`src/hdl/prf_defs.vh`:
```
// register map, field positions and reset values of the receive ptp filter/capture block
`ifndef PRF_DEFS_VH
`define PRF_DEFS_VH

// ----------------------------------------------------------------
// byte addresses
// ----------------------------------------------------------------
`define PRF_OFF_BANK_SEL      12'h100
`define PRF_OFF_PTP_CFG       12'h104
`define PRF_OFF_CAPTURE_COUNT 12'h108
`define PRF_OFF_CF_MOD        12'h164
`define PRF_OFF_FILTER_CFG    12'h168
`define PRF_OFF_CAP_SEC       12'h16c
`define PRF_OFF_CAP_NS        12'h170
`define PRF_OFF_CAP_HDR       12'h174
`define PRF_OFF_FILTERED_PACKET_TALLY  12'h18c

// ----------------------------------------------------------------
// fields
// ----------------------------------------------------------------
`define PRF_BANK_LSB          0
`define PRF_BANK_MSB          2
`define PRF_PORT_LSB          4
`define PRF_PORT_MSB          5
`define PRF_BANK_PORT         3'h1
`define PRF_VER_LSB           16
`define PRF_VER_MSB           19
`define PRF_DOM_LSB           0
`define PRF_DOM_MSB           7
`define PRF_FLT_VER_BIT       16
`define PRF_FLT_DOM_BIT       17
`define PRF_FLT_ALT_BIT       18
`define PRF_HDR_CRC_LSB       20
`define PRF_HDR_TYPE_LSB      16
`define PRF_FIFO_DEPTH        3'h4

// ----------------------------------------------------------------
// reset values
// ----------------------------------------------------------------
`define PRF_RST_CF_MOD        16'h000f
`define PRF_RST_FILTER        19'h00000
`define PRF_RST_VERSION       4'h2
`define PRF_RST_DOMAIN        8'h00
`define PRF_RST_BANK          6'h00
`define PRF_RESP_OKAY         2'h0
`define PRF_RESP_SLVERR       2'h2

`endif

```
`src/hdl/prf_capture_mem.v`:
```
// four-entry capture store with registered, write-through read port
`timescale 1ns/1ps
module prf_capture_mem (
    // clock and reset
    input  wire        aclk,
    input  wire        aresetn,
    // write side
    input  wire        we,
    input  wire [1:0]  waddr,
    input  wire [93:0] wdata,
    // read side
    input  wire [1:0]  raddr,
    output reg  [93:0] rdata
);
    reg [93:0] mem [0:3];
    integer    i;

    // cleared so the capture registers read zero before the first capture
    always @(posedge aclk) begin
        if (!aresetn) begin
            for (i = 0; i < 4; i = i + 1) begin
                mem[i] <= 94'h0;
            end
        end else if (we) begin
            mem[waddr] <= wdata;
        end
    end

    // bypass so a fresh entry is visible on the same edge that writes it
    always @(posedge aclk) begin
        if (!aresetn) begin
            rdata <= 94'h0;
        end else if (we && (waddr == raddr)) begin
            rdata <= wdata;
        end else begin
            rdata <= mem[raddr];
        end
    end
endmodule

```
`src/hdl/prf_filter.v`:
```
// ingress message filter and correction-modify decision, one cycle of latency
`timescale 1ns/1ps
module prf_filter (
    // clock and reset
    input  wire        aclk,
    input  wire        aresetn,
    // parsed message
    input  wire        msg_valid,
    input  wire [3:0]  captured_message_kind,
    input  wire [3:0]  msg_version,
    input  wire [7:0]  msg_domain,
    input  wire        msg_alt_master,
    // configuration
    input  wire [15:0] correction_modify_type_mask,
    input  wire [15:0] message_type_filter_mask,
    input  wire        version_filter_on,
    input  wire        domain_filter_on,
    input  wire        alternate_master_filter_on,
    input  wire [3:0]  expected_protocol_version,
    input  wire [7:0]  domain_value,
    // decision
    output reg         drop,
    output reg         pass,
    output reg         cf_modify
);
    wire type_hit = message_type_filter_mask[captured_message_kind];
    // zero version accepts every version
    wire ver_hit  = version_filter_on && (expected_protocol_version != 4'h0) &&
                    (msg_version != expected_protocol_version);
    wire dom_hit  = domain_filter_on && (msg_domain != domain_value);
    wire alt_hit  = alternate_master_filter_on && msg_alt_master;
    wire reject   = type_hit | ver_hit | dom_hit | alt_hit;

    always @(posedge aclk) begin
        if (!aresetn) begin
            drop      <= 1'b0;
            pass      <= 1'b0;
            cf_modify <= 1'b0;
        end else begin
            drop      <= msg_valid & reject;
            pass      <= msg_valid & ~reject;
            cf_modify <= msg_valid & ~reject & correction_modify_type_mask[captured_message_kind];
        end
    end
endmodule

```
`src/hdl/prf_rx_ptp.v`:
```
// receive ptp filter, correction enable and timestamp capture of one switch port
`timescale 1ns/1ps
`include "prf_defs.vh"
module prf_rx_ptp #(
    parameter [1:0] PORT_ID = 2'h0
) (
    // clock and reset
    input  wire        aclk,
    input  wire        aresetn,
    // axi4-lite write address and data
    input  wire [11:0] awaddr,
    input  wire        awvalid,
    output reg         awready,
    input  wire [31:0] wdata,
    input  wire [3:0]  wstrb,
    input  wire        wvalid,
    output reg         wready,
    // axi4-lite write response
    output reg  [1:0]  bresp,
    output reg         bvalid,
    input  wire        bready,
    // axi4-lite read
    input  wire [11:0] araddr,
    input  wire        arvalid,
    output reg         arready,
    output reg  [31:0] rdata,
    output reg  [1:0]  rresp,
    output reg         rvalid,
    input  wire        rready,
    // parsed ingress message from the receive mac
    input  wire        msg_valid,
    input  wire [3:0]  captured_message_kind,
    input  wire [3:0]  msg_version,
    input  wire [7:0]  msg_domain,
    input  wire        msg_alt_master,
    input  wire        msg_capture_req,
    input  wire [15:0] msg_sequence,
    input  wire [11:0] msg_source_crc,
    input  wire [31:0] ingress_seconds,
    input  wire [29:0] ingress_nanoseconds,
    // capture release from the count logic
    input  wire        capture_pop,
    // decisions back to the mac
    output wire        msg_drop,
    output wire        mac_error,
    output wire        cf_modify,
    output reg  [2:0]  rx_capture_count
);
    // ----------------------------------------------------------------
    // registers
    // ----------------------------------------------------------------
    reg  [15:0] correction_modify_type_mask;
    reg  [18:0] filter_cfg;
    reg  [3:0]  expected_protocol_version;
    reg  [7:0]  domain_value;
    reg  [5:0]  bank_port_select;
    reg  [31:0] filtered_packet_tally;
    reg  [1:0]  wr_ptr;
    reg  [1:0]  rd_ptr;
    wire [93:0] head;
    wire        flt_drop;
    wire        flt_pass;

    // payload held for the one cycle the filter takes
    reg         cap_req_q;
    reg  [93:0] cap_word_q;

    wire port_sel = (bank_port_select[`PRF_BANK_MSB:`PRF_BANK_LSB] == `PRF_BANK_PORT) &&
                    (bank_port_select[`PRF_PORT_MSB:`PRF_PORT_LSB] == PORT_ID);

    // ----------------------------------------------------------------
    // address decode
    // ----------------------------------------------------------------
    function known;
        input [11:0] a;
        input        ps;
        begin
            case (a)
                `PRF_OFF_BANK_SEL,
                `PRF_OFF_PTP_CFG,
                `PRF_OFF_CAPTURE_COUNT: known = 1'b1;
                `PRF_OFF_CF_MOD,
                `PRF_OFF_FILTER_CFG,
                `PRF_OFF_CAP_SEC,
                `PRF_OFF_CAP_NS,
                `PRF_OFF_CAP_HDR,
                `PRF_OFF_FILTERED_PACKET_TALLY:  known = ps;
                default:                known = 1'b0;
            endcase
        end
    endfunction

    function [31:0] merge;
        input [31:0] old;
        input [31:0] nw;
        input [3:0]  s;
        integer i;
        begin
            merge = old;
            for (i = 0; i < 4; i = i + 1) begin
                if (s[i]) begin
                    merge[i*8 +: 8] = nw[i*8 +: 8];
                end
            end
        end
    endfunction

    // ----------------------------------------------------------------
    // write channel
    // ----------------------------------------------------------------
    reg         aw_full;
    reg         w_full;
    reg  [11:0] awaddr_q;
    reg  [31:0] wdata_q;
    reg  [3:0]  wstrb_q;

    wire aw_take = awvalid & awready;
    wire w_take  = wvalid & wready;
    wire do_write = aw_full & w_full & ~bvalid;
    wire wr_hit  = known(awaddr_q, port_sel);
    wire next_bvalid  = do_write | (bvalid & ~bready);
    wire next_aw_full = (aw_full | aw_take) & ~do_write;
    wire next_w_full  = (w_full | w_take) & ~do_write;

    always @(posedge aclk) begin
        if (!aresetn) begin
            awready  <= 1'b0;
            wready   <= 1'b0;
            bvalid   <= 1'b0;
            bresp    <= `PRF_RESP_OKAY;
            aw_full  <= 1'b0;
            w_full   <= 1'b0;
            awaddr_q <= 12'h0;
            wdata_q  <= 32'h0;
            wstrb_q  <= 4'h0;
        end else begin
            if (aw_take) begin
                awaddr_q <= awaddr;
            end
            if (w_take) begin
                wdata_q <= wdata;
                wstrb_q <= wstrb;
            end
            aw_full <= next_aw_full;
            w_full  <= next_w_full;
            awready <= ~next_aw_full & ~next_bvalid;
            wready  <= ~next_w_full & ~next_bvalid;
            bvalid  <= next_bvalid;
            if (do_write) begin
                bresp <= wr_hit ? `PRF_RESP_OKAY : `PRF_RESP_SLVERR;
            end
        end
    end

    wire [31:0] cfg_word = {12'h0, expected_protocol_version, 8'h0, domain_value};
    wire [31:0] flt_word = {13'h0, filter_cfg};
    wire [31:0] bank_merged = merge({26'h0, bank_port_select}, wdata_q, wstrb_q);
    wire [31:0] cfg_merged  = merge(cfg_word, wdata_q, wstrb_q);
    wire [31:0] cf_merged   = merge({16'h0, correction_modify_type_mask}, wdata_q, wstrb_q);
    wire [31:0] flt_merged  = merge(flt_word, wdata_q, wstrb_q);
    wire        wr_tally = do_write & wr_hit & (awaddr_q == `PRF_OFF_FILTERED_PACKET_TALLY);
    wire [31:0] tally_base = wr_tally ? merge(filtered_packet_tally, wdata_q, wstrb_q)
                                      : filtered_packet_tally;

    always @(posedge aclk) begin
        if (!aresetn) begin
            correction_modify_type_mask <= `PRF_RST_CF_MOD;
            filter_cfg                  <= `PRF_RST_FILTER;
            expected_protocol_version   <= `PRF_RST_VERSION;
            domain_value                <= `PRF_RST_DOMAIN;
            bank_port_select            <= `PRF_RST_BANK;
        end else if (do_write && wr_hit) begin
            case (awaddr_q)
                `PRF_OFF_BANK_SEL: begin
                    bank_port_select <= bank_merged[5:0];
                end
                `PRF_OFF_PTP_CFG: begin
                    {expected_protocol_version, domain_value} <=
                        {cfg_merged[`PRF_VER_MSB:`PRF_VER_LSB], cfg_merged[`PRF_DOM_MSB:`PRF_DOM_LSB]};
                end
                `PRF_OFF_CF_MOD: begin
                    correction_modify_type_mask <= cf_merged[15:0];
                end
                `PRF_OFF_FILTER_CFG: begin
                    filter_cfg <= flt_merged[18:0];
                end
                default: begin
                end
            endcase
        end
    end

    // a drop in the same cycle as a software write still counts
    always @(posedge aclk) begin
        if (!aresetn) begin
            filtered_packet_tally <= 32'h0;
        end else if (flt_drop && (tally_base != 32'hffffffff)) begin
            filtered_packet_tally <= tally_base + 32'h1;
        end else begin
            filtered_packet_tally <= tally_base;
        end
    end

    // ----------------------------------------------------------------
    // filter
    // ----------------------------------------------------------------
    prf_filter u_filter (
        .aclk                        (aclk),
        .aresetn                     (aresetn),
        .msg_valid                   (msg_valid),
        .captured_message_kind                    (captured_message_kind),
        .msg_version                 (msg_version),
        .msg_domain                  (msg_domain),
        .msg_alt_master              (msg_alt_master),
        .correction_modify_type_mask (correction_modify_type_mask),
        .message_type_filter_mask    (filter_cfg[15:0]),
        .version_filter_on           (filter_cfg[`PRF_FLT_VER_BIT]),
        .domain_filter_on            (filter_cfg[`PRF_FLT_DOM_BIT]),
        .alternate_master_filter_on  (filter_cfg[`PRF_FLT_ALT_BIT]),
        .expected_protocol_version   (expected_protocol_version),
        .domain_value                (domain_value),
        .drop                        (flt_drop),
        .pass                        (flt_pass),
        .cf_modify                   (cf_modify)
    );

    assign msg_drop  = flt_drop;
    assign mac_error = flt_drop;

    // ----------------------------------------------------------------
    // capture buffer
    // ----------------------------------------------------------------
    always @(posedge aclk) begin
        if (!aresetn) begin
            cap_req_q  <= 1'b0;
            cap_word_q <= 94'h0;
        end else begin
            cap_req_q <= msg_valid & msg_capture_req;
            if (msg_valid) begin
                cap_word_q <= {ingress_seconds, ingress_nanoseconds, msg_source_crc,
                               captured_message_kind, msg_sequence};
            end
        end
    end

    wire not_empty = (rx_capture_count != 3'h0);
    wire do_pop    = capture_pop & not_empty;
    // a capture arriving with all four slots held is lost unless a pop frees one in the same cycle
    wire do_push   = flt_pass & cap_req_q &
                     ((rx_capture_count != `PRF_FIFO_DEPTH) | do_pop);
    wire [1:0] next_rd_ptr = do_pop ? rd_ptr + 2'h1 : rd_ptr;

    always @(posedge aclk) begin
        if (!aresetn) begin
            wr_ptr           <= 2'h0;
            rd_ptr           <= 2'h0;
            rx_capture_count <= 3'h0;
        end else begin
            if (do_push) begin
                wr_ptr <= wr_ptr + 2'h1;
            end
            rd_ptr <= next_rd_ptr;
            case ({do_push, do_pop})
                2'b10:   rx_capture_count <= rx_capture_count + 3'h1;
                2'b01:   rx_capture_count <= rx_capture_count - 3'h1;
                default: rx_capture_count <= rx_capture_count;
            endcase
        end
    end

    // one word per entry keeps seconds, ns and header together
    prf_capture_mem u_mem (
        .aclk    (aclk),
        .aresetn (aresetn),
        .we      (do_push),
        .waddr   (wr_ptr),
        .wdata   (cap_word_q),
        .raddr   (next_rd_ptr),
        .rdata   (head)
    );

    // ----------------------------------------------------------------
    // read channel
    // ----------------------------------------------------------------
    reg [31:0] rd_mux;

    always @* begin
        rd_mux = 32'h0;
        case (araddr)
            `PRF_OFF_BANK_SEL:      rd_mux = {26'h0, bank_port_select};
            `PRF_OFF_PTP_CFG:       rd_mux = cfg_word;
            `PRF_OFF_CAPTURE_COUNT: rd_mux = {29'h0, rx_capture_count};
            `PRF_OFF_CF_MOD:        rd_mux = {16'h0, correction_modify_type_mask};
            `PRF_OFF_FILTER_CFG:    rd_mux = flt_word;
            `PRF_OFF_CAP_SEC:       rd_mux = head[93:62];
            `PRF_OFF_CAP_NS:        rd_mux = {2'h0, head[61:32]};
            `PRF_OFF_CAP_HDR:       rd_mux = head[31:0];
            `PRF_OFF_FILTERED_PACKET_TALLY:  rd_mux = filtered_packet_tally;
            default:                rd_mux = 32'h0;
        endcase
    end

    wire ar_take     = arvalid & arready;
    wire rd_hit      = known(araddr, port_sel);
    wire next_rvalid = ar_take | (rvalid & ~rready);

    always @(posedge aclk) begin
        if (!aresetn) begin
            arready <= 1'b0;
            rvalid  <= 1'b0;
            rdata   <= 32'h0;
            rresp   <= `PRF_RESP_OKAY;
        end else begin
            arready <= ~next_rvalid;
            rvalid  <= next_rvalid;
            if (ar_take) begin
                rdata <= rd_hit ? rd_mux : 32'h0;
                rresp <= rd_hit ? `PRF_RESP_OKAY : `PRF_RESP_SLVERR;
            end
        end
    end
endmodule

```
`config.mk`:
```
export PLATFORM = sky130hd
export DESIGN_NAME = prf_rx_ptp
export DESIGN_NICKNAME = d
export VERILOG_FILES = /design/src/hdl/prf_capture_mem.v /design/src/hdl/prf_filter.v /design/src/hdl/prf_rx_ptp.v
export VERILOG_INCLUDE_DIRS = /design/src /design/src/hdl
export SDC_FILE = /design/constraint.sdc
export NUM_CORES = 1
export LEC_CHECK = 0
export BUFFER_PORTS_ARGS = -buffer_cell sky130_fd_sc_hd__buf_2
export CORE_UTILIZATION = 40
export CTS_CLUSTER_DIAMETER = 150
export CTS_CLUSTER_SIZE = 25
export DETAILED_ROUTE_END_ITERATION = 8
export SLEW_MARGIN = 10
export SYNTH_ARGS = -nofsm -noshare
export SYNTH_HDL_FRONTEND = slang
export SYNTH_SLANG_ARGS = --single-unit
```
`constraint.sdc`:
```
create_clock -name aclk -period 10.6 [get_ports aclk]
set_input_delay 1.06 -clock aclk [delete_from_list [all_inputs] [get_ports aclk]]
set_output_delay 1.06 -clock aclk [all_outputs]
set_load 0.005 [all_outputs]
```
Word level (Yosys, flattened, before mapping)

Memories as Yosys holds them, arrays and structs flattened. A register that Yosys moved wholly into a read port is not among the register bits.
Cells that the tools add are included.

Register bits after elaboration: 281
RAM bits: 376
Bits of input ports: 177
Memories: 1

Add/sub/neg operators: 5
Magnitude comparators: 1
Equal/unequal tests: 25
Muxes and demuxes: 25
Bitwise logic cells: 37
Reduce and logical (&&, ||, !) cells: 25

Memories:

| name      | words | width | read ports | clocked after Yosys merged registers in | wr ports | RTL line             | RTL |
|---|---|---|---|---|---|---|---|
| u_mem.mem | 4     | 94    | 1          | 1                                       | 4        | prf_capture_mem.v:15 | `reg [93:0] mem [0:3];` |

Operator list:

| cell                    | count |
|---|---|
| $pmux W32 S9            | 1 |
| $eq A12 B9 Y1 const B   | 18 |
| $mux W32                | 3 |
| $mux W94                | 1 |
| $reduce_or A94 Y1       | 1 |
| $add A32 B1 Y32 const B | 1 |
| $mux W8                 | 4 |
| $ne A32 B32 Y1 const B  | 1 |
| $reduce_and A3 Y1       | 8 |
| $and A1 B1 Y1           | 20 |
| $reduce_or A6 Y1        | 2 |
| $not A1 Y1              | 9 |
| $bmux W1 S4             | 2 |
| $mux W2                 | 4 |
| $ne A8 B8 Y1            | 1 |
| $or A1 B1 Y1            | 8 |
| $logic_and A1 B1 Y1     | 7 |
| $mux W1                 | 7 |
| $pmux W3 S2             | 1 |
| $reduce_or A3 Y1        | 2 |
| $lt A4 B5 Y1 const B    | 1 |
| $add A2 B1 Y2 const B   | 2 |
| $ne A4 B4 Y1            | 1 |
| $pmux W1 S2             | 2 |
| other kinds (11)        | 11 |

Longest topological paths before layout

Depth in word-level cells: 9
Mapped depth: 11
Depth with buffers taken out: 8

Modules after synthesis

A second synthesis with hierarchy kept.

Cell total of the unflattened synthesis: 2564
Area, all modules: 31649.1 um2

Modules (own cells, without submodules):

| module          | instances | cells an instance | area each (um2) | sequential area each (um2) |
|---|---|---|---|---|
| prf_capture_mem | 1         | 1141              | 19027.0         | 13172.6 |
| prf_rx_ptp      | 1         | 1383              | 12111.6         | 5525.3 |
| prf_filter      | 1         | 40                | 510.5           | 60.1 |

Worst setup path before layout

Ideal clock, no wire load.

Path kind: input -> register
From: in capture_pop
To: mem u_mem.mem[1][0] (enable)
Setup time: 677 ps
Arrival time: 8263 ps
Data required time: 9923 ps
Path slack: 1660 ps
Stages: 4
Path through: inv_1 -> a31oi_1 -> inv_1 -> o21ai_0

RTL lines:

| element         | RTL line             | RTL |
|---|---|---|
| start, declared | prf_rx_ptp.v:42      | `input wire capture_pop,` |
| end, declared   | prf_capture_mem.v:15 |  |

Worst setup path after layout

From: reg awaddr_q[11]
To: reg filtered_packet_tally[27]

Cells in the longest elaborated chain, start to end: 9

RTL lines:

| element                                                 | RTL line         | RTL |
|---|---|---|
| start, declared                                         | prf_rx_ptp.v:113 | `reg [11:0] awaddr_q;` |
| start signal, assigned                                  | prf_rx_ptp.v:138 | `awaddr_q <= awaddr;` |
| $eq A12 B9 Y1                                           | prf_rx_ptp.v:78  | `case (a)` |
| $reduce_or A6 Y1 or $reduce_or A3 Y1 (tied branches)    | prf_rx_ptp.v:78  |  |
| $pmux W1 S2                                             | prf_rx_ptp.v:78  |  |
| $and A1 B1 Y1                                           | prf_rx_ptp.v:161 | `` wire wr_tally = do_write & wr_hit & (awaddr_q == `PRF_OFF_FILTERED_PACKET_TALLY); `` |
| $and A1 B1 Y1 (*)                                       | prf_rx_ptp.v:161 |  |
| $mux W32 (*)                                            | prf_rx_ptp.v:162 | `wire [31:0] tally_base = wr_tally ? merge(filtered_packet_tally, wdata_q, wstrb_q)` |
| branches (longest 2 deep; another with $add A32 B1 Y32) | -                |  |
| $mux W32 (*)                                            | prf_rx_ptp.v:197 | `end else if (flt_drop && (tally_base != 32'hffffffff)) begin` |
| end signal, assigned                                    | prf_rx_ptp.v:198 | `filtered_packet_tally <= tally_base + 32'h1;` |
| end signal, assigned                                    | prf_rx_ptp.v:200 | `filtered_packet_tally <= tally_base;` |
| end, declared                                           | prf_rx_ptp.v:57  | `reg [31:0] filtered_packet_tally;` |

Mark *: on every way between the ends.
A chain may end at the register's enable or synchronous reset.

==> results.cfg <==
[finish]
finalCoreUtilization_pct = 44.4
stdcell_area_sq_um = 34400
drive_above_1_share_pct = 15.6
stdcell_count = 3933
nFillCells = 7216
layout_common_cells = 386 x nor2_1, 376 x edfxtp_1, 373 x dfxtp_1
mostFrequentLayoutCell = nor2_1
area_growth_pct = 9.88
nNetsFinal = 3048

[pwr]
p_clk_share_pct = 25.7
p_comb_share_pct = 17.8
p_int_mw = 4.40
p_sw_share_pct = 27.2
power_density_nw_per_um2 = 176
p_seq_share_pct = 56.4
irDropWorstVdd_v = 0.000168
p_leak_nw = 13.5
netSwitchingPower_mw = 1.64
finalPower_mw = 6.04

[critical_path]
arrival_ns = 4.73
crit_cells = 8
endpoint = filtered_packet_tally[27]$_SDFF_PN0_
endpoint_kind = flop
crit_path_top_delay_cell = or4b_1
rrSetupSlack_ns = 6.31
crit_family = simple AND/OR/NAND/NOR gates
required_ns = 11.04
crit_start = awaddr_q[11]$_SDFFE_PN0P_
worst-setup-path-type = flop to flop
r2r_start = awaddr_q[11]$_SDFFE_PN0P_
critPathBufInv = 0
critPathMaxFanout = 15
critPathLaunchType = flop
crit_chain = or4b_1 -> and4bb_4 -> and3_1 -> mux2_2 -> a211oi_2 -> nand4_1 -> nor3_1 -> nor3b_2
r2r-end = filtered_packet_tally[27]$_SDFF_PN0_
critical-path-max-stage-delay_ns = 0.71
reg2reg_depth = 8

[place]
gp_congestion = 0.891
port-buffer-count = 221
place_ws_ns = 5.76
dp_hpwl_mm = 61.0
dp.cells = 3873
post_dp_cell_area_sq_um = 33400

[logic_synthesis]
syn_inst = 2768
synth_edf_count = 376
avgSynthCellArea_sq_um = 11.3
yosysSeqAreaShare_pct = 59.9
synth-seq-cells = 749
ys.flop_type = edfxtp_1
yosys_warnings = 0
ys_types = 79
async_reset_ff_share_pct = 0
synth_area_sq_um = 31300

[sta]
min_period_ns = 4.29
maxSlewHeadroom_pct = 20.6
hold_violations = 0
finalCritPeriodShare_pct = 40.4
clock-skew-final_ns = 0.0239
max_slew.worst_pin.slew_ns = 1.19
setup_slack_ns = 6.31
final-max-slew-violation-count = 0
timing.fmax_ghz = 0.233
holdWs_ns = 0.458
finalSetupViolations = 0
grt_setup_unrepaired = false
fin_tns_setup_ns = 0

[detailed_routing]
drt_iter0_markers = 2139
dr_total_vias = 21700
drc = 0
routed_via_density = 5.52
antenna_left = 0
avgRoutedWirePerCell_um = 23.3
drt_wl_total_mm = 91.6
drtPass1Iterations = 7

[clocking]
clk_latency_ns = 0.59
cts_buffers = 35
hold_buffers = 0
cts.htree.levels = 2
cts_buffer_depth = 3
clkSinkCount = 749
cts_tree = built
post_cts_resized = 0
post-cts-setup-buffer-count = 0
clkTransAtPathRegs_ns = 0.10
cts-root-buf = clkbuf_16

[job]
maxCapViolations = 0

[global_routing]
grtUsageTotal_pct = 22.8
top_usage_layer = met2
met3_usage_pct = 3.60
grt_overflow = 0
use_met1_pct = 31.1
antenna_found_initial = 3
grt_max_degree = 110
first_global_vias = 20900
use_met2_pct = 37.4
grt_pass1_wl_mm = 135

[floorplanning]
die_h_um = 282
die_w_um = 282
initial_core_util_pct = 40.4
io_pins = 224
rows = 102
coreArea_sq_um = 77500
dieArea_sq_um = 79400

[hold_path]
min_from = rdata[7]$_SDFFE_PN0P_
worstHoldPathCells = 2
hp-class = flop to flop

[status]
status = finished, final reports clean
worst reg2reg max path, stage by stage, from the launching register on:
cell	delay [ns]
dfxtp_1	0.33
or4b_1	0.71
and4bb_4	0.50
and3_1	0.66
mux2_2	0.48
a211oi_2	0.66
nand4_1	0.38
nor3_1	0.33
nor3b_2	0.08
cell usage after synthesis, types with 5 or more instances:
cell / count / area share [%]
a211o_1: 5 / 0.14
buf_2: 9 / 0.14
xnor2_1: 8 / 0.22
clkbuf_1: 152 / 1.8
nor3b_1: 7 / 0.17
dfxtp_1: 373 / 24
a221oi_1: 13 / 0.36
a21oi_1: 115 / 1.8
a211oi_1: 7 / 0.17
buf_4: 5 / 0.12
a22o_1: 18 / 0.50
nand2b_1: 9 / 0.18
nand3_1: 97 / 1.6
xor2_1: 22 / 0.62
o22ai_1: 5 / 0.10
mux2_2: 17 / 0.61
a31oi_1: 8 / 0.16
nor3_1: 21 / 0.34
nor4_1: 14 / 0.28
inv_1: 103 / 1.2
buf_1: 20 / 0.24
and3_1: 32 / 0.64
nand2_1: 348 / 4.2
and4_1: 8 / 0.22
edfxtp_1: 376 / 36
nor2_1: 387 / 4.6
or3_1: 9 / 0.18
mux4_2: 104 / 7.5
a222oi_1: 24 / 0.77
mux2i_1: 152 / 4.9
nand4_1: 7 / 0.14
a22oi_1: 21 / 0.50
o21ai_0: 107 / 1.7
and2_1: 102 / 2.0
worst min-delay path by stage:
stage                                   to  slack (ns)
5_1_grt        filter_cfg[14]$_SDFFE_PN0P_        0.49
6_report             rdata[7]$_SDFFE_PN0P_        0.46
2_1_floorplan    awaddr_q[11]$_SDFFE_PN0P_        0.43
3_3_place_gp     awaddr_q[10]$_SDFFE_PN0P_        0.44
3_5_place_dp        rdata[14]$_SDFFE_PN0P_        0.44
4_1_cts              rdata[7]$_SDFFE_PN0P_        0.46
final cells by class:
cell class | count | area (sq um) | area share [%]
sequential | 749 | 18800 | 54.5
multi-input combinational | 1730 | 11600 | 33.7
timing repair buffer | 251 | 1370 | 3.97
tap | 1040 | 1300 | 3.78
clock buffer | 57 | 960 | 2.79
inverter | 103 | 392 | 1.14
clock inverter | 2 | 32.5 | 0.0946
antenna | 1 | 2.50 | 0.00727
power groups by stage:
| stage | logic [mW] | registers, mW | clock network, mW |
|---|---|---|---|
| after floorplan | 0.861 | 3.35 | 0 |
| after global placement | 1.09 | 3.47 | 0 |
| after detailed placement | 1.10 | 3.47 | 0 |
| final | 1.08 | 3.41 | 1.55 |
| after CTS | 1.10 | 3.41 | 1.59 |
| after global routing | 1.18 | 3.42 | 1.69 |
logic make-up after synthesis:
family	share of synthesized area [%]
simple gates	15.4
flops	59.9
compound gates	7.18
buf+inv	3.58
mux	13.0
xor+xnor	0.839
fa+ha+maj	0.0640
other cells	0.0120
metal layers:
layer / vias up / share of wire (%)
met5: - / 0.033
met3: 110 / 6.8
met1: 10800 / 43
li1: 9973 / -
met2: 793 / 47
met4: 4 / 2.9
state kept, by name (all words and copies together) (netlist names), 6 cells and up:
name                         cells
u_mem.mem                      376
cap_word_q                      94
wdata_q                         32
rdata                           32
filtered_packet_tally           32
correction_modify_type_mask     16
filter_cfg                      19
awaddr_q                        12
u_mem.rdata                     94
bank_port_select                 6
domain_value                     8
Note: power is estimated with default switching activity, not from simulation.
